===== config.mk =====
export PLATFORM = sky130hd
export DESIGN_NAME = ifsb_interrupt_flag_status_bank_four
export DESIGN_NICKNAME = d
export VERILOG_FILES = /design/src/design/ifsb_pkg.sv /design/src/design/ifsb_flag_cell.sv /design/src/design/ifsb_interrupt_flag_status_bank_four.sv
export SDC_FILE = /design/constraint.sdc
export NUM_CORES = 1
export LEC_CHECK = 0
export ABC_AREA = 1
export BUFFER_PORTS_ARGS = -buffer_cell sky130_fd_sc_hd__buf_4
export CAP_MARGIN = 10
export CORE_UTILIZATION = 44
export DETAILED_ROUTE_END_ITERATION = 8
export GPL_TIMING_DRIVEN = 0
export PLACE_DENSITY = 0.84
export SYNTH_ARGS = -nofsm -noshare
export SYNTH_HDL_FRONTEND = slang
export SYNTH_SLANG_ARGS = --single-unit
export TNS_END_PERCENT = 30

===== constraint.sdc =====
create_clock -name sys_clk -period 1.1 [get_ports sys_clk]
set_clock_uncertainty 0.05 [all_clocks]
set_input_delay 0.055 -clock sys_clk [delete_from_list [all_inputs] [get_ports sys_clk]]
set_output_delay 0.055 -clock sys_clk [all_outputs]
set_load 0.05 [all_outputs]

===== src/design/ifsb_pkg.sv =====
// =====================================================================
// Interrupt flag status bank constants
`default_nettype none
package ifsb_pkg;

	localparam int unsigned ADDR_W = 8;
	localparam int unsigned DATA_W = 16;

	// =================================================================
	// Register offsets (byte addresses)
	localparam logic [7:0] OFS_FLAGS  = 8'h00;
	localparam logic [7:0] OFS_CLEAR  = 8'h04;
	localparam logic [7:0] OFS_ENABLE = 8'h08;

	// =================================================================
	// Field positions of the flag register
	localparam int unsigned BIT_UART_ONE_ERR = 1;
	localparam int unsigned BIT_UART_TWO_ERR = 2;
	localparam int unsigned BIT_DMA_CH6_DONE = 4;
	localparam int unsigned BIT_DMA_CH7_DONE = 5;
	localparam int unsigned BIT_CAN_ONE_TX   = 6;
	localparam int unsigned BIT_CAN_TWO_TX   = 7;

	// =================================================================
	// Implemented bits and reset values
	localparam logic [15:0] IMPL_MASK   = 16'h00F6;
	localparam logic [15:0] FLAGS_RESET = 16'h0000;
	localparam logic [15:0] EN_RESET    = 16'h0000;

endpackage : ifsb_pkg

`default_nettype wire


===== src/design/ifsb_flag_cell.sv =====
`timescale 1ns/1ps
`default_nettype none

// =====================================================================
// One sticky flag bit with direct write and write-one-to-clear
module ifsb_flag_cell #(
	parameter bit IMPL = 1'b1
) (
	// Clock and reset
	input  wire logic sys_clk,
	input  wire logic rst_n,
	// Event and software access
	input  wire logic event_i,
	input  wire logic wr_i,
	input  wire logic wdata_i,
	input  wire logic clr_i,
	// Flag state
	output logic      flag_o
);

	logic flag_q;
	logic flag_d;

	// =================================================================
	// Next value
	always_comb begin
		flag_d = flag_q;
		if (wr_i) begin
			flag_d = wdata_i;
		end
		if (clr_i) begin
			flag_d = 1'b0;
		end
		if (event_i) begin
			flag_d = 1'b1;
		end
		if (!IMPL) begin
			flag_d = 1'b0;
		end
	end

	// =================================================================
	// Register
	always_ff @(posedge sys_clk) begin
		if (!rst_n) begin
			flag_q <= 1'b0;
		end else begin
			flag_q <= flag_d;
		end
	end

	assign flag_o = flag_q;

endmodule // ifsb_flag_cell

`default_nettype wire


===== src/design/ifsb_interrupt_flag_status_bank_four.sv =====
// The implementer's own choices: strobed register access and the placing of the registers.
`timescale 1ns/1ps
`default_nettype none


// =====================================================================
// Interrupt flag status register four with enable and interrupt output
module ifsb_interrupt_flag_status_bank_four (
	// Clock and reset
	input  wire logic        sys_clk,
	input  wire logic        rst_n,
	// Register port
	input  wire logic [7:0]  reg_addr,
	input  wire logic [15:0] reg_wdata,
	input  wire logic        reg_wr,
	input  wire logic        reg_rd,
	output logic      [15:0] reg_rdata,
	// Peripheral request pulses
	input  wire logic        can_two_tx_request,
	input  wire logic        can_one_tx_request,
	input  wire logic        dma_ch7_done,
	input  wire logic        dma_ch6_done,
	input  wire logic        uart_two_error,
	input  wire logic        uart_one_error,
	// Interrupt
	output logic             irq
);

	logic [15:0] event_vec;
	logic [15:0] flags;
	logic        wr_flags;
	logic        wr_clear;
	logic        wr_enable;
	logic [15:0] enable_q;
	logic [15:0] enable_d;
	logic [15:0] rdata_q;
	logic [15:0] rdata_d;
	logic        irq_q;
	logic        irq_d;

	// =================================================================
	// Event routing
	always_comb begin
		event_vec = 16'h0000;
		event_vec[ifsb_pkg::BIT_CAN_TWO_TX]   = can_two_tx_request;
		event_vec[ifsb_pkg::BIT_CAN_ONE_TX]   = can_one_tx_request;
		event_vec[ifsb_pkg::BIT_DMA_CH7_DONE] = dma_ch7_done;
		event_vec[ifsb_pkg::BIT_DMA_CH6_DONE] = dma_ch6_done;
		event_vec[ifsb_pkg::BIT_UART_TWO_ERR] = uart_two_error;
		event_vec[ifsb_pkg::BIT_UART_ONE_ERR] = uart_one_error;
	end

	// =================================================================
	// Write decode
	assign wr_flags  = reg_wr && (reg_addr == ifsb_pkg::OFS_FLAGS);
	assign wr_clear  = reg_wr && (reg_addr == ifsb_pkg::OFS_CLEAR);
	assign wr_enable = reg_wr && (reg_addr == ifsb_pkg::OFS_ENABLE);

	// =================================================================
	// Flag bits; event wins over software write or clear
	for (genvar i = 0; i < 16; i++) begin : g_flag
		ifsb_flag_cell #(
			.IMPL (ifsb_pkg::IMPL_MASK[i])
		) u_cell (
			.sys_clk (sys_clk),
			.rst_n   (rst_n),
			.event_i (event_vec[i]),
			.wr_i    (wr_flags),
			.wdata_i (reg_wdata[i]),
			.clr_i   (wr_clear && reg_wdata[i]),
			.flag_o  (flags[i])
		);
	end

	// =================================================================
	// Enable, read data and interrupt next values
	always_comb begin
		enable_d = enable_q;
		if (wr_enable) begin
			enable_d = reg_wdata & ifsb_pkg::IMPL_MASK;
		end
		rdata_d = 16'h0000;
		if (reg_rd) begin
			case (reg_addr)
				ifsb_pkg::OFS_FLAGS:  rdata_d = flags & ifsb_pkg::IMPL_MASK;
				ifsb_pkg::OFS_ENABLE: rdata_d = enable_q;
				default:              rdata_d = 16'h0000;
			endcase
		end
		irq_d = |(flags & enable_q);
	end

	// =================================================================
	// Registers
	always_ff @(posedge sys_clk) begin
		if (!rst_n) begin
			enable_q <= ifsb_pkg::EN_RESET;
			rdata_q  <= 16'h0000;
			irq_q    <= 1'b0;
		end else begin
			enable_q <= enable_d;
			rdata_q  <= rdata_d;
			irq_q    <= irq_d;
		end
	end

	assign reg_rdata = rdata_q;
	assign irq       = irq_q;

endmodule // ifsb_interrupt_flag_status_bank_four

`default_nettype wire


==> impl_metrics.toml <==
[run_status]
result_of_the_run = "finished, final reports clean"

[logic_synthesis]
synth-compound-area-share_pct = 19.0
mappedNetlistArea_um2 = 1020
post_synth_and_or_nand_nor_area_fraction_pct = 27.4
synth_mux_area_share_pct = 0
synth_seq_area_share_pct = 37.1
synth_top_family_by_area = "simple AND/OR/NAND/NOR gates"
synthesized_area_fraction_occupied_by_xor_and_xnor_cells_pct = 0
synthesis.area_per_instance_um2 = 7.59
ys_warn_count = 0
netlist_instances = 135
adder_cell_area_share_of_the_yosys_netlist_pct = 0
yosys.area.top_type = "dfxtp_1"
synth_largest_type_area_fraction_pct = 37.1
yosys_register_bits = 19
top_post_synthesis_cells_by_area = "dfxtp_1, nand3_1, buf_4"
synth_cell_type_count = 21

[clock_network]
h-tree-depth = 1
cts.sink_count = 19
ctsLongestPathBuffers = 2
root_buffer = "clkbuf_4"
clock_transition_at_the_registers_of_the_reported_paths_ps = 110
postCtsResizedCells = 0
tritoncts_clock_tree = "done"
tritoncts.num_buffers = 3
clk_latency_ps = 290

[floorplanning]
coreArea_um2 = 2210
placementRows = 17
die_h_um = 50.3
initial_utilization_pct = 46.3
die_width_um = 50.3
floorplan.die_area_um2 = 2530
io_pins = 51

[global_route]
number_of_antenna_violations_at_the_first_check_in_global_routing = 0
groute.usage.overall_pct = 19.3
met2_usage_pct = 37.3
grt.overflow.total = 0
grt_first_pass_wirelength_mm = 3.71
vias_in_the_first_global_route = 914
use_met3_pct = 3.94
met1_usage_pct = 21.0
grt_max_degree = 11
global_route.peak_usage_layer = "met2"

[final_layout]
n_fill_cell = 191
area_growth_syn_to_layout_pct = 43.0
multi_input_area_um2 = 513
nets = 225
final_cell_area_um2 = 1470
diodes = 0
final_cells = 218
most-common-layout-cells = "buf_4, nand2_1, dfxtp_1, inv_1, nand3_1"
final_common_cell = "buf_4"
drive_above_1_share_pct = 32.1
layout.area.seq_um2 = 380

[timing]
post-route-period-util_pct = 85.9
setup_repair_after_global_routing_missed_its_margin = "no"
timing.final.crit_period_ps = 945
tns_ps = 0
slew_violations = 0
final.setup.worst_slack_ps = 155
fmax_mhz = 1060
timing.final.setup_violations = 0
timing_hold_violations_final = 0

[worst_setup_path]
critical_path.slowest_cell = "dlygate4sd3_1"
critical_path.startpoint_type = "input port"
cp_max_fo = 2
cp_cell_sequence = "dlygate4sd3_1, buf_4, inv_1, nand3_1, nand3_1, a21oi_1"
endpoint_kind = "register"
critPathTopFamily = "buffers and inverters"
cp_data_required_time_ps = 1230
timing_worst_setup_path_type = "input port to register"
r2r_slack_ps = 210
slowest_delay_ps = 560
worstPathArrival_ps = 1080
worst-path-buf-inv = 3
critical-path-top-cell-by-count = "nand3_1"

[pwr]
leakage_power_summed_over_all_cells_nw = 0.670
powerDensity_nw_per_um2 = 937
total_power_mw = 1.37
vdd_ir_drop_max_v = 0.000675

[drt]
drt_iter0_markers = 40
routed_wl_mm = 2.31
routed-via-count = 1027
detail-route-antenna-nets = 0
via_per_inst = 4.71
remaining_drc_errors = 0
dr.pass1.iters = 6
wl_per_cell_um = 10.6

[placement]
port_buffers = 30
dp.cells = 202
place.detailed.hpwl_mm = 1.79
place.gp.congestion = 0.831
placedInstanceArea_um2 = 1320
placement.setup.worst_slack_ps = -20.7

[flow_run]
cap_viol_max_count = 0

[min_path]
timing.hold.worst.class = "input port to register"
==> path summary, 6_finish.rpt <==
path / startpoint / endpoint / depth (start not counted)
hold / removal: rst_n / enable_q[2] / 3
setup / recovery: reg_wdata[6] / g_flag[6].u_cell.flag_o / 6
hold reg to reg: enable_q[1] / reg_rdata[1] / 2
setup reg to reg: g_flag[4].u_cell.flag_o / irq / 3
==> cell type report <==
type / count / share of cell area, %
Tap cell: 28 / 2.39
Inverter: 19 / 4.87
Buffer: 12 / 6.40
Clock buffer: 4 / 1.79
Timing Repair Buffer: 42 / 23.6
Sequential cell: 19 / 26.0
Multi-Input combinational cell: 94 / 35.0
==> report_power, final <==
| group | internal, mW | total, mW | leakage (nW) | switching [mW] |
|---|---|---|---|---|
| Combinational | 0.137 | 0.306 | 0.500 | 0.169 |
| Sequential | 0.704 | 0.718 | 0.155 | 0.0140 |
| Clock | 0.141 | 0.348 | 0.0150 | 0.207 |
==> sequential cells by signal, summed over array words and instances (netlist names) <==
register,flops
enable_q,6
irq,1
reg_rdata,6
g_flag.u_cell.flag_o,6
==> Yosys cell counts (all sizes together) <==
master	n
inv	19
nand2	22
buf	12
a22o	1
conb	1
o21bai	6
o21ai	6
nand3	20
dfxtp	19
nor2	10
a21oi	18
a31oi	1
==> through the flow <==
step / util (%) / hold slack, ps
final: 66.2 / 12.7
after global placement: 59.6 / 257
after floorplan: - / 139
after CTS: 66.2 / 2.14
after detailed placement: 59.6 / 259
after global routing: 66.2 / 4.53
==> repair_timing <==
| action | in CTS | in global routing |
|---|---|---|
| setup buffers | 0 | 0 |
| hold endpoints to repair | 12 | 0 |
| hold buffers | 12 | 0 |
==> worst register-to-register path, stage by stage, from the launching register on <==
cell,delay [ps]
dfxtp_1,340
a22o_1,240
nor2_1,80
a31oi_1,80
==> cells by family (layout without fill, tap and decap cells) <==
logic type | Yosys count | in the layout
DFF | 19 | 19
AOI/OAI and AO/OA | 32 | 32
other | 1 | 10
buffers and inverters | 31 | 77
and+or+nand+nor | 52 | 52
==> metal layers <==
metal / vias to the layer above / wire length, um
met3: 2 / 135
met1: 460 / 963
met5: - / 0
li1: 528 / -
met4: 0 / 7
met2: 37 / 1210
(Power assumes the default switching activity.)
